## config.mk

```make
export PLATFORM = sky130hd
export DESIGN_NAME = ocb_option_bank
export DESIGN_NICKNAME = d
export VERILOG_FILES = /design/src/design/ocb_option_bank.v /design/src/design/ocb_gate_timer.v
export VERILOG_INCLUDE_DIRS = /design/src /design/src/design
export SDC_FILE = /design/constraint.sdc
export NUM_CORES = 1
export LEC_CHECK = 0
export BUFFER_PORTS_ARGS = -buffer_cell sky130_fd_sc_hd__buf_2
export CAP_MARGIN = 20
export CORE_MARGIN = 3
export CORE_UTILIZATION = 40
export CTS_CLUSTER_DIAMETER = 50
export DETAILED_ROUTE_END_ITERATION = 12
export HOLD_SLACK_MARGIN = 0.06
export SLEW_MARGIN = 5
export SYNTH_ARGS = -nofsm -noshare
export SYNTH_HDL_FRONTEND = slang
export SYNTH_SLANG_ARGS = --single-unit
```

## constraint.sdc

```tcl
create_clock -name core_clk -period 4.66 [get_ports core_clk]
set_input_delay 0.699 -clock core_clk [delete_from_list [all_inputs] [get_ports core_clk]]
set_output_delay 0.699 -clock core_clk [all_outputs]
set_load 0.02 [all_outputs]
```

## src/design/ocb_consts.vh

```
`ifndef OCB_CONSTS_VH
`define OCB_CONSTS_VH

// byte offsets of the halfword registers
`define OCB_OFS_CUST      8'h1E
`define OCB_OFS_OSC       8'h20
`define OCB_OFS_PLL       8'h22
`define OCB_OFS_RSTF      8'h24
`define OCB_OFS_DETF      8'h26

// unlock field position and codes
`define OCB_UNLK_HI       15
`define OCB_UNLK_LO       14
`define OCB_UNLK_IDLE     2'h0
`define OCB_UNLK_ONE      2'h1
`define OCB_UNLK_TWO      2'h2
`define OCB_UNLK_OPEN     2'h3

// customer option register bits
`define OCB_CUST_DISP     0
`define OCB_CUST_RTCPERM  1
`define OCB_CUST_DBGDIS   2
`define OCB_CUST_RSTODIS  3
`define OCB_CUST_CLKODIS  4
`define OCB_CUST_RTCISO   5
`define OCB_CUST_QSPI2    6
`define OCB_CUST_ADCLD    7
`define OCB_CUST_DETLD    8
`define OCB_CUST_OSCLD    9
// software-writable bits of the customer register
`define OCB_CUST_WMASK    10'h07F

// detector filter register
`define OCB_DETF_EN       8

// power-on values; all but pll are also fallbacks for an erased fuse area
`define OCB_RST_OSC       12'h3FF
`define OCB_RST_RSTF      8'h0D
`define OCB_RST_DETF      8'h00
`define OCB_RST_PLL       16'h0000
`define OCB_RST_CUST      10'h000
`define OCB_RST_ADC       8'h00

`endif

```

## src/design/ocb_option_bank.v

```verilog
`timescale 1ns/100ps
`include "ocb_consts.vh"
// What this block does
// - display bit moves bus pins to panel
// - rtc reconfiguration only with permission bit
// - debug disable hands pins to serial two
// - fuse option bits: erased clears, match sets
// - reset-output disable makes pin irq bit 6
// - clock-output disable makes pin irq bit 0
// - isolation bit low isolates rtc on lowvolt
// - second quad port enable remaps pulse pins
// - adc load bit gates fuse channel field
// - detector load bit gates fuse detector config
// - osc load bit gates fuse stable time
// - unlock needs 01, 10, 11 sequence
// - open field: 00 relocks, others ignored
// - pll: any unlock write relocks
// - pll top bits writable only when open
// - stable time defaults 3ff when erased
// - count stable time in slow ticks
// - count pll lock time in fast ticks
// - reset filter defaults 0d when erased
// - detector filter enable cleared when erased
// - detector filter value zero when erased
// - user-mode access ignored with transfer error
module ocb_option_bank (
  input  wire        core_clk,
  input  wire        rst_n,
  input  wire        warmRstReq,
  input  wire [7:0]  busAddr,
  input  wire        busWr,
  input  wire        busRd,
  input  wire        busSuper,
  input  wire [15:0] busWdata,
  output reg  [15:0] busRdata_q,
  output reg         busErr_q,
  input  wire        fuseReady,
  input  wire        fuseCustErased,
  input  wire [5:0]  fuseCustMatch,
  input  wire        fuseOscErased,
  input  wire [11:0] fuseOscValue,
  input  wire        fuseRstfErased,
  input  wire [7:0]  fuseRstfValue,
  input  wire        fuseDetfErased,
  input  wire        fuseDetfEnable,
  input  wire [7:0]  fuseDetfValue,
  input  wire        fuseAdcErased,
  input  wire [7:0]  fuseAdcValue,
  input  wire        rtcDirReq,
  input  wire        lowVoltPin,
  input  wire        oscEnable,
  input  wire        slowOscTick,
  input  wire        pllEnable,
  input  wire        fastOscTick,
  output wire        display_iface_enable,
  output wire        debug_prog_disable,
  output wire        reset_out_pin_disable,
  output wire        clock_out_pin_disable,
  output wire        second_quad_port_enable,
  output wire        detector_cfg_fuse_load,
  output reg         rtcReconfigAllow_q,
  output reg         rtcIsolate_q,
  output reg  [7:0]  adc_channel_disable_field,
  output wire        oscGateOpen,
  output wire        pllGateOpen,
  output reg         fuseLoaded_q
);
  reg  [9:0]  cust_q;
  reg  [1:0]  custUnlk_q;
  reg  [11:0] oscStable_q;
  reg  [1:0]  oscUnlk_q;
  reg  [15:0] pll_lock_count_q;
  reg  [1:0]  pllUnlk_q;
  reg  [7:0]  reset_filter_value_q;
  reg  [1:0]  rstfUnlk_q;
  reg  [7:0]  detector_filter_value_q;
  reg         detector_filter_enable_q;
  reg  [1:0]  detfUnlk_q;
  reg         lowVoltMeta_q;
  reg         lowVoltSync_q;
  reg  [15:0] rdMux;
  reg  [9:0]  fuseCust;
  wire        wrOk;
  wire        rdOk;
  wire [1:0]  wUnlk;
  wire [15:0] oscGateOpenW;
  wire        oscGateW;
  wire        pllGateW;
  wire [2:0]  regSel;

  localparam [2:0] idxCust = 3'h0;
  localparam [2:0] idxOsc  = 3'h1;
  localparam [2:0] idxPll  = 3'h2;
  localparam [2:0] idxRstf = 3'h3;
  localparam [2:0] idxDetf = 3'h4;
  localparam [2:0] idxNone = 3'h7;

  // next unlock state for a sequence register after a write
  function [1:0] unlockNext;
    input [1:0] cur;
    input [1:0] wr;
    begin
      if (cur == `OCB_UNLK_OPEN)
        unlockNext = (wr == `OCB_UNLK_IDLE) ? `OCB_UNLK_IDLE : `OCB_UNLK_OPEN;
      else if (cur == `OCB_UNLK_IDLE && wr == `OCB_UNLK_ONE)
        unlockNext = `OCB_UNLK_ONE;
      else if (cur == `OCB_UNLK_ONE && wr == `OCB_UNLK_TWO)
        unlockNext = `OCB_UNLK_TWO;
      else if (cur == `OCB_UNLK_TWO && wr == `OCB_UNLK_OPEN)
        unlockNext = `OCB_UNLK_OPEN;
      else if (wr == `OCB_UNLK_ONE)
        unlockNext = `OCB_UNLK_ONE;
      else
        unlockNext = `OCB_UNLK_IDLE;
    end
  endfunction

  // one offset decode shared by read mux and write path
  function [2:0] regIndex;
    input [7:0] addr;
    begin
      case (addr)
        `OCB_OFS_CUST: regIndex = idxCust;
        `OCB_OFS_OSC:  regIndex = idxOsc;
        `OCB_OFS_PLL:  regIndex = idxPll;
        `OCB_OFS_RSTF: regIndex = idxRstf;
        `OCB_OFS_DETF: regIndex = idxDetf;
        default:       regIndex = idxNone;
      endcase
    end
  endfunction

  // a write is taken only from supervisor mode
  assign wrOk  = busWr & busSuper;
  assign rdOk  = busRd & busSuper;
  assign wUnlk = busWdata[`OCB_UNLK_HI:`OCB_UNLK_LO];
  assign regSel = regIndex(busAddr);

  assign display_iface_enable    = cust_q[`OCB_CUST_DISP];
  assign debug_prog_disable      = cust_q[`OCB_CUST_DBGDIS];
  assign reset_out_pin_disable   = cust_q[`OCB_CUST_RSTODIS];
  assign clock_out_pin_disable   = cust_q[`OCB_CUST_CLKODIS];
  assign second_quad_port_enable = cust_q[`OCB_CUST_QSPI2];
  assign detector_cfg_fuse_load  = cust_q[`OCB_CUST_DETLD];
  assign oscGateOpen             = oscGateW;
  assign pllGateOpen             = pllGateW;
  assign oscGateOpenW            = {4'h0, oscStable_q};

  // option bits from fuse: erased area clears, matched content sets
  always @* begin
    fuseCust = `OCB_RST_CUST;
    if (!fuseCustErased) begin
      fuseCust[`OCB_CUST_DBGDIS]  = fuseCustMatch[0];
      fuseCust[`OCB_CUST_RSTODIS] = fuseCustMatch[1];
      fuseCust[`OCB_CUST_CLKODIS] = fuseCustMatch[2];
      fuseCust[`OCB_CUST_ADCLD]   = fuseCustMatch[3];
      fuseCust[`OCB_CUST_DETLD]   = fuseCustMatch[4];
      fuseCust[`OCB_CUST_OSCLD]   = fuseCustMatch[5];
    end
  end

  always @* begin
    case (regSel)
      idxCust: rdMux = {custUnlk_q, 4'h0, cust_q};
      idxOsc:  rdMux = {oscUnlk_q, 2'h0, oscStable_q};
      idxPll:  rdMux = pll_lock_count_q;
      idxRstf: rdMux = {rstfUnlk_q, 6'h00, reset_filter_value_q};
      idxDetf: rdMux = {detfUnlk_q, 5'h00, detector_filter_enable_q,
                        detector_filter_value_q};
      default: rdMux = 16'h0000;
    endcase
  end

  // bus answer one cycle after the strobe
  always @(posedge core_clk or negedge rst_n) begin
    if (!rst_n) begin
      busRdata_q <= 16'h0000;
      busErr_q   <= 1'b0;
    end else begin
      busRdata_q <= rdOk ? rdMux : 16'h0000;
      busErr_q   <= (busWr | busRd) & ~busSuper;
    end
  end

  // lowvolt event comes from the analog side
  always @(posedge core_clk or negedge rst_n) begin
    if (!rst_n) begin
      lowVoltMeta_q      <= 1'b0;
      lowVoltSync_q      <= 1'b0;
      rtcIsolate_q       <= 1'b0;
      rtcReconfigAllow_q <= 1'b0;
    end else begin
      lowVoltMeta_q      <= lowVoltPin;
      lowVoltSync_q      <= lowVoltMeta_q;
      rtcIsolate_q       <= lowVoltSync_q & ~cust_q[`OCB_CUST_RTCISO];
      rtcReconfigAllow_q <= rtcDirReq & cust_q[`OCB_CUST_RTCPERM];
    end
  end

  // rst_n is the power-on reset; fuse values arrive once after its release
  always @(posedge core_clk or negedge rst_n) begin
    if (!rst_n) begin
      fuseLoaded_q              <= 1'b0;
      cust_q                    <= `OCB_RST_CUST;
      custUnlk_q                <= `OCB_UNLK_IDLE;
      oscStable_q               <= `OCB_RST_OSC;
      oscUnlk_q                 <= `OCB_UNLK_IDLE;
      pll_lock_count_q          <= `OCB_RST_PLL;
      pllUnlk_q                 <= `OCB_UNLK_IDLE;
      reset_filter_value_q      <= `OCB_RST_RSTF;
      rstfUnlk_q                <= `OCB_UNLK_IDLE;
      detector_filter_value_q   <= `OCB_RST_DETF;
      detector_filter_enable_q  <= 1'b0;
      detfUnlk_q                <= `OCB_UNLK_IDLE;
      adc_channel_disable_field <= `OCB_RST_ADC;
    end else if (!fuseLoaded_q) begin
      // bus writes before the load are dropped; values come from fuse
      if (fuseReady) begin
        fuseLoaded_q <= 1'b1;
        cust_q       <= fuseCust;
        if (fuseCust[`OCB_CUST_OSCLD] && !fuseOscErased)
          oscStable_q <= fuseOscValue;
        else
          oscStable_q <= `OCB_RST_OSC;
        if (!fuseRstfErased)
          reset_filter_value_q <= fuseRstfValue;
        else
          reset_filter_value_q <= `OCB_RST_RSTF;
        if (fuseCust[`OCB_CUST_DETLD] && !fuseDetfErased) begin
          detector_filter_value_q  <= fuseDetfValue;
          detector_filter_enable_q <= fuseDetfEnable;
        end else begin
          detector_filter_value_q  <= `OCB_RST_DETF;
          detector_filter_enable_q <= 1'b0;
        end
        if (fuseCust[`OCB_CUST_ADCLD] && !fuseAdcErased)
          adc_channel_disable_field <= fuseAdcValue;
        else
          adc_channel_disable_field <= `OCB_RST_ADC;
      end
    end else if (warmRstReq) begin
      // other resets relock but keep software values
      custUnlk_q <= `OCB_UNLK_IDLE;
      oscUnlk_q  <= `OCB_UNLK_IDLE;
      pllUnlk_q  <= `OCB_UNLK_IDLE;
      rstfUnlk_q <= `OCB_UNLK_IDLE;
      detfUnlk_q <= `OCB_UNLK_IDLE;
    end else if (wrOk) begin
      case (regSel)
        idxCust: begin
          custUnlk_q <= unlockNext(custUnlk_q, wUnlk);
          if (custUnlk_q == `OCB_UNLK_OPEN)
            cust_q <= (cust_q & ~`OCB_CUST_WMASK)
                      | (busWdata[9:0] & `OCB_CUST_WMASK);
        end
        idxOsc: begin
          oscUnlk_q <= unlockNext(oscUnlk_q, wUnlk);
          if (oscUnlk_q == `OCB_UNLK_OPEN)
            oscStable_q <= busWdata[11:0];
        end
        idxPll: begin
          // field shares bits 15:14; when open the write loads the count
          if (pllUnlk_q == `OCB_UNLK_OPEN) begin
            pll_lock_count_q <= busWdata;
            pllUnlk_q        <= `OCB_UNLK_IDLE;
          end else begin
            pllUnlk_q <= unlockNext(pllUnlk_q, wUnlk);
          end
        end
        idxRstf: begin
          rstfUnlk_q <= unlockNext(rstfUnlk_q, wUnlk);
          if (rstfUnlk_q == `OCB_UNLK_OPEN)
            reset_filter_value_q <= busWdata[7:0];
        end
        idxDetf: begin
          detfUnlk_q <= unlockNext(detfUnlk_q, wUnlk);
          if (detfUnlk_q == `OCB_UNLK_OPEN) begin
            detector_filter_value_q  <= busWdata[7:0];
            detector_filter_enable_q <= busWdata[`OCB_DETF_EN];
          end
        end
        default: begin
          cust_q <= cust_q;
        end
      endcase
    end
  end

  ocb_gate_timer oscTimer (
    .core_clk   (core_clk),
    .rst_n      (rst_n),
    .enable     (oscEnable),
    .tickPin    (slowOscTick),
    .limit      (oscGateOpenW),
    .gateOpen_q (oscGateW)
  );

  ocb_gate_timer pllTimer (
    .core_clk   (core_clk),
    .rst_n      (rst_n),
    .enable     (pllEnable),
    .tickPin    (fastOscTick),
    .limit      (pll_lock_count_q),
    .gateOpen_q (pllGateW)
  );
endmodule

```

## src/design/ocb_gate_timer.v

```verilog
`timescale 1ns/100ps
module ocb_gate_timer (
  input  wire        core_clk,
  input  wire        rst_n,
  input  wire        enable,
  input  wire        tickPin,
  input  wire [15:0] limit,
  output reg         gateOpen_q
);
  reg        tickMeta_q;
  reg        tickSync_q;
  reg        tickLast_q;
  reg [15:0] count_q;
  wire       tickEdge;

  // tick source runs on its own oscillator; must be slower than core_clk / 2
  assign tickEdge = tickSync_q & ~tickLast_q;

  always @(posedge core_clk or negedge rst_n) begin
    if (!rst_n) begin
      tickMeta_q <= 1'b0;
      tickSync_q <= 1'b0;
      tickLast_q <= 1'b0;
      count_q    <= 16'h0000;
      gateOpen_q <= 1'b0;
    end else begin
      tickMeta_q <= tickPin;
      tickSync_q <= tickMeta_q;
      tickLast_q <= tickSync_q;
      if (!enable) begin
        count_q    <= 16'h0000;
        gateOpen_q <= 1'b0;
      end else if (!gateOpen_q) begin
        if (count_q >= limit) begin
          gateOpen_q <= 1'b1;
        end else if (tickEdge) begin
          count_q <= count_q + 16'h0001;
        end
      end
    end
  end
endmodule

```

* After elaboration in Yosys (flattened, before gate mapping)
Cells that the tools add are included.
** Operators by class
- Eq/ne operators :: 43
- Multiplexer cells :: 93
- Add/subtract/negate cells :: 2
- Reduce and logical (&&, ||, !) cells :: 48
- Magnitude comparators :: 2
- Bitwise operators :: 15
** Operator list (count)
- $mux 16 :: 9
- $mux 8 :: 15
- $mux 12 :: 7
- $pmux 16 s5 :: 1
- $mux 2 :: 36
- $mux 10 :: 6
- $add 16x1->16 const B :: 2
- $eq 8x6->1 const B :: 4
- $reduce_and 5->1 :: 5
- $eq 2x2->1 const B :: 12
- $ne 2x1->1 const B :: 11
- $reduce_and 3->1 :: 7
- $logic_and 1x1->1 :: 18
- $ge 16x12->1 :: 1
- $ge 16x16->1 :: 1
- $mux 1 :: 16
- $pmux 3 s5 :: 1
- $reduce_bool 2->1 :: 7
- $eq 2x1->1 const B :: 6
- $logic_not 2->1 :: 6
- $ne 2x2->1 const B :: 5
- $or 10x7->10 :: 1
- $eq 8x5->1 const B :: 1
- $and 1x1->1 :: 7
- other kinds (9) :: 18
** Word-level totals
- Output and inout bits :: 36
- Register bits after elaboration :: 135
- Word-level logic and storage cells :: 232

* Depth between registers and ports, before layout
Gate-level depths: netlist (run 1).
- Depth after elaboration :: 9
- Gate-level depth with buffers :: 9
- Gate-level depth less buffers :: 8

* Modules after synthesis
Synthesis (run 1) repeated with hierarchy kept, for this count alone.
** Second synthesis, totals
- Cell total of the unflattened synthesis :: 778
- Area total of the unflattened synthesis :: 7960.1 µm²
** Modules (own cells, without submodules)
- ocb_option_bank :: area an instance 4747.1 µm², times used 1, cells an instance 430
- ocb_gate_timer :: area an instance 1606.5 µm², times used 2, cells an instance 174

* Worst setup path after synthesis (run 1)
No wires, ideal clock.
- Kind :: input -> register
- Start :: input busAddr[7]
- End :: register reset_filter_value_q[1]
- Data arrival time :: 2187 ps
- Cell stages on the path :: 5
- Required time :: 4535 ps
- Slack :: 2348 ps
- Library setup time :: 125 ps
- Path through :: or3_4 nor3_4 nand3_1 a21oi_2 mux2_2
** On the way
- Word-level cells in the longest chain between the ends :: 5
- Elaborated cells between the ends (all ways) :: 9
- Those cells by class :: eq/ne: 7; mux: 1; reduce/logical: 1
** Ends and longest elaborated chain
- from (decl) :: line ocb_option_bank.v:30 : input wire [7:0] busAddr,
- $eq 8x6->1 or $eq 8x5->1 (tied branches) :: line ocb_option_bank.v:122 : case (addr)
- $pmux 3 s5 * :: line ocb_option_bank.v:122
- $eq 3x2->1 * :: line ocb_option_bank.v:249 : case (regSel)
- $ne 2x1->1 (no source line) *
- $reduce_and 5->1 (no source line) *
- to (signal assigned) :: line ocb_option_bank.v:226 : reset_filter_value_q <= fuseRstfValue;
- to (signal assigned) :: line ocb_option_bank.v:228 : reset_filter_value_q <= `OCB_RST_RSTF;
- to (signal assigned) :: line ocb_option_bank.v:273 : reset_filter_value_q <= busWdata[7:0];
- to (decl) :: line ocb_option_bank.v:74 : reg [7:0] reset_filter_value_q;
Mark *: on every way between the ends. The rest lies on a longest branch, timed or not.
A chain may end at the register's enable or synchronous reset.

* Worst setup path in the final report (run 1)
- Start :: register oscStable_q[9]
- End :: register oscTimer.count_q[9]
** On the way
- Word-level cells in the longest chain between the ends :: 3
** Ends and longest elaborated chain
- from (decl) :: line ocb_option_bank.v:70 : reg [11:0] oscStable_q;
- from (signal assigned) :: line ocb_option_bank.v:206 : oscStable_q <= `OCB_RST_OSC;
- from (signal assigned) :: line ocb_option_bank.v:222 : oscStable_q <= fuseOscValue;
- from (signal assigned) :: line ocb_option_bank.v:224 : oscStable_q <= `OCB_RST_OSC;
- $ge 16x12->1 :: line ocb_gate_timer.v:34 : if (count_q >= limit) begin
- $ne 2x2->1 (no source line)
- $reduce_and 3->1 (no source line)
- to (signal assigned) :: line ocb_gate_timer.v:37 : count_q <= count_q + 16'h0001;
- to (decl) :: line ocb_gate_timer.v:13 : reg [15:0] count_q;
Every way passes these cells.

==> flow_summary.json, run 1 <==
{
  "hold_class": "in2async",
  "p_seq_frac": 0.438,
  "crit_arrival_ps": 3100,
  "start_util": 0.413,
  "core_um2": 16800,
  "p_leak_nw": 3.84,
  "synth_edf_count": 0,
  "yosys-top-cells-area": "dfrtp_1 44%, o21ai_0 5.7%, ha_1 5.4%, nand2_1 5.1%, dfstp_2 4.9%",
  "num_rows": 47,
  "place.gp.congestion": 0.822,
  "switching_share": 0.251,
  "grt_usage": 0.205,
  "syn_area_per_cell_um2": 9.77,
  "cp_data_required_time_ps": 5010,
  "post-route-min-period_ps": 2760,
  "syn-cell-area_um2": 6950,
  "worst-path-buf-inv": 1,
  "syn_nets": 826,
  "status": "finished, final reports clean",
  "ant_nets": 0,
  "holdBufCountCts": 0,
  "numCtsBuffers": 17,
  "r2r_slack_ps": 1900,
  "yosys.cell_types.count": 61,
  "r2r_cells": 8,
  "multi_input_area_um2": 3310,
  "critPathKind": "reg2reg",
  "clkTransAtPathRegs_ps": 60,
  "synth_most_common_cell": "dfrtp_1",
  "clock_skew_ps": 6.76,
  "ir_drop_uv": 279,
  "cp-start-kind": "flip-flop",
  "cts_tree": "done",
  "avgRoutedWirePerCell_um": 17.6,
  "worst_hold_slack_ps": 337,
  "io_buffer_count": 120,
  "syn-instance-count": 711,
  "detail_route.first_pass.iterations": 5,
  "pre_cts_slack_ps": 1560,
  "antenna_found_initial": 0,
  "grt_first_pass_wirelength_mm": 29.9,
  "setup_ws_ps": 1900,
  "antenna_cells_inserted": 0,
  "setup_tns_ps": 0,
  "setup.worst_path.start": "oscStable_q[9]",
  "insertion_delay_ps": 430,
  "slew_headroom": 0.250,
  "cp-end-kind": "flip-flop",
  "fillers": 1568,
  "numClockSinks": 135,
  "synthFlopType": "dfrtp_1",
  "yosysSeqAreaShare": 0.489,
  "cts_buffer_depth": 2,
  "cp_max_fo": 24,
  "seqCellArea_um2": 3390,
  "drcViolationCount": 0,
  "fp.dieW_um": 138,
  "cpMaxStageDelayCell": "or4_1",
  "p_switching_uw": 727,
  "grt-ovfl-total": 0,
  "cts_setup_buffers": 0,
  "nets": 944,
  "powerDensity_nw_per_um2": 346,
  "viasPerCell": 5.63,
  "power.internal_mw": 2.17,
  "max_clock_freq_mhz": 363,
  "maxCapViolCount": 0,
  "synth_top_area_frac": 0.439,
  "period_share": 0.592,
  "p_total_mw": 2.90,
  "grt_pass1_vias": 5778,
  "worstPathCellList": "inv_1 > ha_1 > a211oi_1 > nor2_1 > nor4_4 > o211ai_2 > or4_1 > a21oi_1",
  "ys_seq_elements": 135,
  "htreeDepth": 4,
  "cts_resized": 0,
  "die_area_um2": 19000,
  "worst-path-stages": 8,
  "dr_total_vias": 5981,
  "slew_viol_final": 0,
  "synthArstFlopShare": 1.00,
  "ys_warn_count": 0,
  "finalSetupViolCount": 0,
  "num_io_pins": 121,
  "cpLargestDelayFamily": "simple AND/OR/NAND/NOR gates",
  "dp_hpwl_mm": 13.8,
  "reg2reg_to": "oscTimer.count_q[9]",
  "finalWirelength_mm": 18.7,
  "root_buffer": "clkbuf_16",
  "final-hold-violation-count": 0,
  "endpoint": "oscTimer.count_q[9]",
  "drt_iter0_drc": 537,
  "areaGrowthSynthToFinish_pct": 20.7,
  "max_slew.worst_pin.slew_ps": 1120,
  "drive_above_1_share": 0.247,
  "reg2reg_from": "oscStable_q[9]",
  "clkPwrFrac": 0.482,
  "power_frac_comb": 0.080,
  "dieHeight_um": 138,
  "critPathMaxStageDelay_ps": 630,
  "yosysTopAreaCell": "dfrtp_1",
  "grt_max_degree": 93,
  "rsz0062_at_grt": "false",
  "synth_commonest_cells": "122 x dfrtp_1, 94 x nand2_1, 79 x o21ai_0"
}
[worst reg2reg max path, stage by stage, from the launching register on]
cell and delay, ps:
dfstp_2 550, inv_1 50, ha_1 300, a211oi_1 240, nor2_1 100, nor4_4 240
o211ai_2 390, or4_1 630, a21oi_1 170
[stage by stage]
| stage | utilization | instances | cell area [µm²] |
|---|---|---|---|
| after detailed placement | 0.462 | 1029 | 7770 |
| after global placement | 0.462 | 1029 | 7770 |
| final | 0.499 | 1062 | 8390 |
| after global routing | 0.499 | 1062 | 8390 |
| after floorplan | - | 711 | 6950 |
| after CTS | 0.498 | 1061 | 8380 |
[logic make-up after synthesis]
kind of cell | count (synthesis) | share of synthesized area
simple gates | 235 | 0.176
flops | 135 | 0.489
compound gates | 205 | 0.181
buf+inv | 66 | 0.0367
fa+ha+maj | 30 | 0.0540
mux | 37 | 0.0592
xor+xnor | 3 | 0.00378
[registers in the layout, summed over array words and instances (netlist names), 8 cells and up]
register / cells
oscTimer.count_q: 16
cust_q: 10
oscStable_q: 12
adc_channel_disable_field: 8
reset_filter_value_q: 8
detector_filter_value_q: 8
pllTimer.count_q: 16
pll_lock_count_q: 16
busRdata_q: 16
[per-layer routing]
metal / global-route usage / wire [µm]
met5: 0 / 0
met4: 0.0686 / 340
met3: 0.0424 / 1250
met2: 0.321 / 8730
met1: 0.284 / 8390
[how the worst min path moves through the flow]
stage,slack (ps),endpoint,depth (start not counted),startpoint
floorplan,330,lowVoltSync_q,0,lowVoltMeta_q
global placement,330,oscTimer.tickSync_q,0,oscTimer.tickMeta_q
detailed placement,330,lowVoltSync_q,0,lowVoltMeta_q
CTS,350,lowVoltSync_q,0,lowVoltMeta_q
global route,360,lowVoltMeta_q,1,lowVoltPin
finish,340,busRdata_q[1],1,rst_n
[power groups by stage]
stage	Clock [mW]	Sequential, mW	Combinational (mW)
global placement	0	1.29	0.226
floorplan	0	1.29	0.112
finish	1.40	1.27	0.232
CTS	1.43	1.27	0.234
detailed placement	0	1.29	0.233
global route	1.48	1.27	0.262
[area by class of cell]
cell class,count,share of cell area
inverters,39,0.0174
clock inverters,15,0.0227
flip-flops and latches,135,0.405
multi-input cells,510,0.394
repair buffers,126,0.0777
clock buffers,17,0.0507
well taps,220,0.0328
[layout by cell type, fill, tap and decap left out, types with 3 or more instances in the layout]
| cell type | count |
|---|---|
| a22oi_1 | 17 |
| nand3_1 | 16 |
| a21boi_0 | 5 |
| o21ai_0 | 79 |
| clkinv_4 | 4 |
| or4_1 | 7 |
| buf_4 | 6 |
| o31a_1 | 3 |
| and4_1 | 4 |
| o22ai_1 | 7 |
| mux2_2 | 23 |
| nor2_1 | 32 |
| inv_1 | 39 |
| ha_1 | 30 |
| and2_1 | 7 |
| nor2b_1 | 7 |
| dfstp_2 | 13 |
| bufinv_16 | 3 |
| inv_6 | 6 |
| mux2i_1 | 13 |
| a22o_1 | 10 |
| nand2_1 | 94 |
| buf_2 | 119 |
| o211ai_1 | 5 |
| nor3_1 | 13 |
| nand2b_1 | 11 |
| a21oi_1 | 43 |
| and3_1 | 7 |
| o21a_1 | 9 |
| a31oi_1 | 4 |
| or3_1 | 12 |
| clkbuf_16 | 17 |
| nor4b_1 | 3 |
| o31ai_1 | 4 |
| dfrtp_1 | 122 |
| nand4_1 | 7 |
Power figures use the tool's default switching activity.
==> run 2, diff against run 1 <==
- clock period: 4.66 -> 2.6 ns (I/O delays scaled with it)
==> run 2 against run 1 <==
Total power increased by 75%. Critical path depth up 1. Global-route usage fell by 0.15 points. Clock-buffer cell count is 2 higher. Non-clock buffer count rose by 19. Final cell count grew 1.8%. Worst setup slack lost 1800 ps. Register-to-register slack got worse by 1800 ps. Die area unchanged. Worst hold slack got worse by 260 ps. Sequential cell count stayed put. Routed wire length up 0.17%.
==> flow_summary.json, run 2 (synthesis gave the netlist of run 1 again) <==
{
  "grt_first_pass_wirelength_mm": 29.9,
  "insertion_delay_ps": 430,
  "num_rows": 47,
  "grt_usage": 0.203,
  "start_util": 0.413,
  "dp_hpwl_mm": 14.0,
  "grt_max_degree": 74,
  "numCtsBuffers": 17,
  "setup_tns_ps": 0,
  "grt_pass1_vias": 5808,
  "htreeDepth": 4,
  "viasPerCell": 5.62,
  "core_um2": 16800,
  "slew_headroom": 0.526,
  "critPathKind": "reg2reg",
  "cp-start-kind": "flip-flop",
  "cts_buffer_depth": 2,
  "nets": 963,
  "numClockSinks": 135,
  "cp_max_fo": 11,
  "cp-end-kind": "flip-flop",
  "power_frac_comb": 0.086,
  "pre_cts_slack_ps": 38.3,
  "place.gp.congestion": 0.872,
  "hold_class": "in2reg",
  "die_area_um2": 19000,
  "reg2reg_from": "oscStable_q[9]",
  "setup_ws_ps": 148,
  "period_share": 0.943,
  "fillers": 1585,
  "antenna_found_initial": 0,
  "min_to": "pllTimer.tickMeta_q",
  "finalWirelength_mm": 18.8,
  "dr_total_vias": 6073,
  "switching_share": 0.257,
  "ant_nets": 0,
  "max_slew.worst_pin.slew_ps": 712,
  "grtUsageMet3": 0.0457,
  "ir_drop_uv": 454,
  "grt.busiest_layer": "met2",
  "clkTransAtPathRegs_ps": 70,
  "num_io_pins": 121,
  "drcViolationCount": 0,
  "p_switching_mw": 1.31,
  "io_buffer_count": 120,
  "slew_viol_final": 0,
  "r2r_slack_ps": 150,
  "powerDensity_nw_per_um2": 592,
  "final-hold-violation-count": 0,
  "detail_route.first_pass.iterations": 5,
  "hold_start": "fastOscTick",
  "cts_tree": "done",
  "worst_hold_slack_ps": 78.7,
  "post-route-min-period_ps": 2450,
  "areaGrowthSynthToFinish_pct": 23.5,
  "reg2reg_to": "oscTimer.count_q[4]",
  "gr-usage-met1": 0.283,
  "status": "finished, final reports clean",
  "dieHeight_um": 138,
  "fp.dieW_um": 138,
  "p_seq_frac": 0.447,
  "drive_above_1_share": 0.266,
  "power.internal_mw": 3.78,
  "drt_iter0_drc": 421,
  "final_cell_mix": "122 x dfrtp_1, 119 x buf_2, 94 x nand2_1",
  "holdPathStages": 1,
  "final_util": 0.510,
  "crit_arrival_ps": 2800,
  "grt-ovfl-total": 0,
  "mostFrequentLayoutCell": "dfrtp_1",
  "clkPwrFrac": 0.466,
  "use_met2": 0.314,
  "max_clock_freq_mhz": 408,
  "r2r_cells": 9,
  "avgRoutedWirePerCell_um": 17.3,
  "clock_skew_ps": 10.6,
  "p_leak_nw": 3.95,
  "root_buffer": "clkbuf_16",
  "cp_data_required_time_ps": 2950,
  "antenna_cells_inserted": 0,
  "p_total_mw": 5.08,
  "maxCapViolCount": 0,
  "finalSetupViolCount": 0
}
-- run 2: through the flow --
| stage | cell area, µm² | cells |
|---|---|---|
| 2_1_floorplan | 6950 | 711 |
| 3_3_place_gp | 7900 | 1043 |
| 3_5_place_dp | 7900 | 1043 |
| 4_1_cts | 8500 | 1077 |
| 5_1_grt | 8580 | 1081 |
| 6_report | 8580 | 1081 |
-- run 2: worst max-delay path: stages, from the launching register on --
cell and delay [ps]:
dfstp_2 550, inv_1 50, ha_1 320, a211oi_2 230, nor2_1 100, nor4_4 290, o211ai_4 150, buf_4 190
or3_1 350, a21oi_1 150
-- run 2: worst max-delay path by stage --
stage          slack, ps                  from  cells past startpoint              endpoint
6_report             150        oscStable_q[9]                      9   oscTimer.count_q[4]
5_1_grt              -10  pllTimer.count_q[13]                      8  pllTimer.count_q[13]
4_1_cts               20   pllTimer.count_q[0]                      8   pllTimer.count_q[9]
3_5_place_dp          40   pllTimer.count_q[0]                      8  pllTimer.count_q[13]
3_3_place_gp         120   pllTimer.count_q[0]                      8   pllTimer.count_q[9]
2_1_floorplan        330        oscStable_q[9]                      9   oscTimer.count_q[3]
-- run 2: layout make-up --
cell class / instances / area, µm² / share of cell area
clock inverter: 13 / 135 / 0.0157
clock buffer: 19 / 453 / 0.0528
inverter: 39 / 146 / 0.0171
sequential: 135 / 3390 / 0.396
multi-input combinational: 510 / 3350 / 0.390
tap: 220 / 275 / 0.0321
timing repair buffer: 145 / 827 / 0.0964
-- run 2: what timing repair did --
item / in CTS / in global routing
setup buffers: 0 / 2
gates resized for setup: 0 / 9
endpoints found under the setup margin: 0 / 24
hold buffers: 2 / 1
endpoints found under the hold margin: 72 / 1
-- run 2: power groups by stage --
stage	combinational (mW)	sequential, mW	clock [mW]
6_report	0.438	2.27	2.37
5_1_grt	0.490	2.28	2.51
4_1_cts	0.435	2.27	2.42
3_5_place_dp	0.431	2.31	0
3_3_place_gp	0.421	2.31	0
2_1_floorplan	0.201	2.30	0
-- run 2: metal layers --
metal	wire length, µm	up-vias	share of wire
li1	-	2839	-
met3	1170	34	0.063
met2	8630	226	0.46
met4	441	0	0.024
met1	8510	2974	0.45
met5	0	-	0
==> run 3, diff against run 2 <==
- CTS_BUF_LIST: default -> sky130_fd_sc_hd__clkbuf_8
==> run 3 against run 2 <==
Clock-buffer cell count did not move. Final cell count barely moved. Via count fell by 1.5%. Cell area fell by 2.1%. Global-route usage barely moved. Combinational power barely moved. Critical path depth did not move. Critical path type unchanged. Clock skew rose by 1.2 ps.
==> flow_summary.json, run 3 (synthesis gave the netlist of run 1 again) <==
{
  "core_um2": 16800,
  "cp-end-kind": "flip-flop",
  "fp.dieW_um": 138,
  "io_buffer_count": 120,
  "m1WireLength_mm": 8.34,
  "routed.top_layer": "met4",
  "p_seq_frac": 0.511,
  "cts_buffer_depth": 2,
  "cp_max_fo": 11,
  "final_area_um2": 8400,
  "critPathKind": "reg2reg",
  "antenna_found_initial": 0,
  "switching_share": 0.277,
  "cp_data_required_time_ps": 2980,
  "clkPwrFrac": 0.390,
  "drcViolationCount": 0,
  "fin_cells": 1082,
  "dpl-instance-area_um2": 7900,
  "num_io_pins": 121,
  "cp-start-kind": "flip-flop",
  "areaGrowthSynthToFinish_pct": 20.9,
  "clock_skew_ps": 11.8,
  "ant_nets": 0,
  "crit_arrival_ps": 2850,
  "final-hold-violation-count": 0,
  "antenna_cells_inserted": 0,
  "slew_headroom": 0.522,
  "reg2reg_to": "oscTimer.count_q[4]",
  "status": "finished, final reports clean",
  "power_frac_comb": 0.098,
  "endpoint": "oscTimer.count_q[4]",
  "setup_ws_ps": 136,
  "die_area_um2": 19000,
  "wl_met3_mm": 1.31,
  "avgRoutedWirePerCell_um": 17.3,
  "max_slew.worst_pin.slew_ps": 716,
  "ir_drop_uv": 325,
  "nets": 964,
  "r2r_cells": 9,
  "hold_class": "in2reg",
  "htreeDepth": 4,
  "period_share": 0.948,
  "reg2reg_from": "oscStable_q[9]",
  "setup_tns_ps": 0,
  "clkTransAtPathRegs_ps": 90,
  "setup.worst_path.start": "oscStable_q[9]",
  "numCtsBuffers": 17,
  "drive_above_1_share": 0.266,
  "power.internal_mw": 3.21,
  "maxCapViolCount": 0,
  "place.gp.congestion": 0.872,
  "grt_usage": 0.204,
  "r2r_slack_ps": 140,
  "final_cell_mix": "122 x dfrtp_1, 119 x buf_2, 94 x nand2_1",
  "p_total_mw": 4.44,
  "start_util": 0.413,
  "mostFrequentLayoutCell": "dfrtp_1",
  "finalSetupViolCount": 0,
  "max_clock_freq_mhz": 406,
  "dp.cells": 1043,
  "numClockSinks": 135,
  "slew_viol_final": 0,
  "grt_first_pass_wirelength_mm": 29.9,
  "root_buffer": "clkbuf_8",
  "p_switching_mw": 1.23,
  "dr_total_vias": 5983,
  "post-route-min-period_ps": 2460,
  "grt_max_degree": 74,
  "insertion_delay_ps": 460,
  "p_leak_nw": 3.86,
  "pre_cts_slack_ps": 38.3,
  "viasPerCell": 5.53,
  "dp_hpwl_mm": 14.0,
  "dieHeight_um": 138,
  "grt_pass1_vias": 5812,
  "finalWirelength_mm": 18.7,
  "detail_route.first_pass.iterations": 5,
  "num_rows": 47,
  "drt_iter0_drc": 409,
  "dr_wl_met2_mm": 8.72,
  "grt-ovfl-total": 0,
  "powerDensity_nw_per_um2": 529,
  "cts_tree": "done"
}
-- run 3: changes by cell type in the layout (fill, tap and decap cells not counted), sizes merged --
cell         before  now
dlygate4sd3       3    4
-- run 3: worst max-delay path, cell delays in order, from the launching register on --
cell	delay [ps]
dfstp_2	560
inv_1	40
ha_1	310
a211oi_2	240
nor2_1	100
nor4_4	280
o211ai_4	150
buf_4	190
or3_1	350
a21oi_1	150
-- run 3: per-stage QoR --
stage           util  hold slack (ps)
6_report       0.499              136
5_1_grt        0.499              113
4_1_cts        0.495              109
3_5_place_dp   0.469              337
3_3_place_gp   0.469              333
2_1_floorplan      -             94.4
-- run 3: cell type report --
class	instances	area [µm²]
Sequential cell	135	3390
Tap cell	220	275
Timing Repair Buffer	146	837
Inverter	39	146
Multi-Input combinational cell	510	3350
Clock buffer	19	262
Fill cell	1618	8420
Clock inverter	13	135
-- run 3: layer usage --
metal | GRT usage | vias to the layer above
li1 | - | 2845
met1 | 0.282 | 2910
met2 | 0.314 | 201
met3 | 0.0457 | 27
met4 | 0.0746 | 0
met5 | 0 | -
-- run 3: power by group through the flow --
stage / Clock, mW / Sequential (mW) / Combinational [mW]
floorplan: 0 / 2.30 / 0.201
global placement: 0 / 2.31 / 0.421
detailed placement: 0 / 2.31 / 0.431
CTS: 1.78 / 2.27 / 0.437
global route: 1.88 / 2.28 / 0.491
finish: 1.73 / 2.27 / 0.437
-- run 3: worst min-delay path by stage --
stage                         start                            to  slack [ps]  depth (start not counted)
floorplan                     rst_n  adc_channel_disable_field[0]          90                          0
global placement      lowVoltMeta_q                 lowVoltSync_q         330                          0
detailed placement    lowVoltMeta_q                 lowVoltSync_q         340                          0
CTS                 fuseAdcValue[5]  adc_channel_disable_field[5]         110                          2
global route        fuseAdcValue[3]  adc_channel_disable_field[3]         110                          2
finish              fuseAdcValue[5]  adc_channel_disable_field[5]         140                          2
-- run 3: timing repair --
action | 4_1_cts | 5_1_grt
buffers inserted | 0 | 2
resized for setup | 0 | 9
hold buffers | 4 | 0
endpoints found under the hold margin | 74 | 0
setup endpoints to repair | 0 | 25
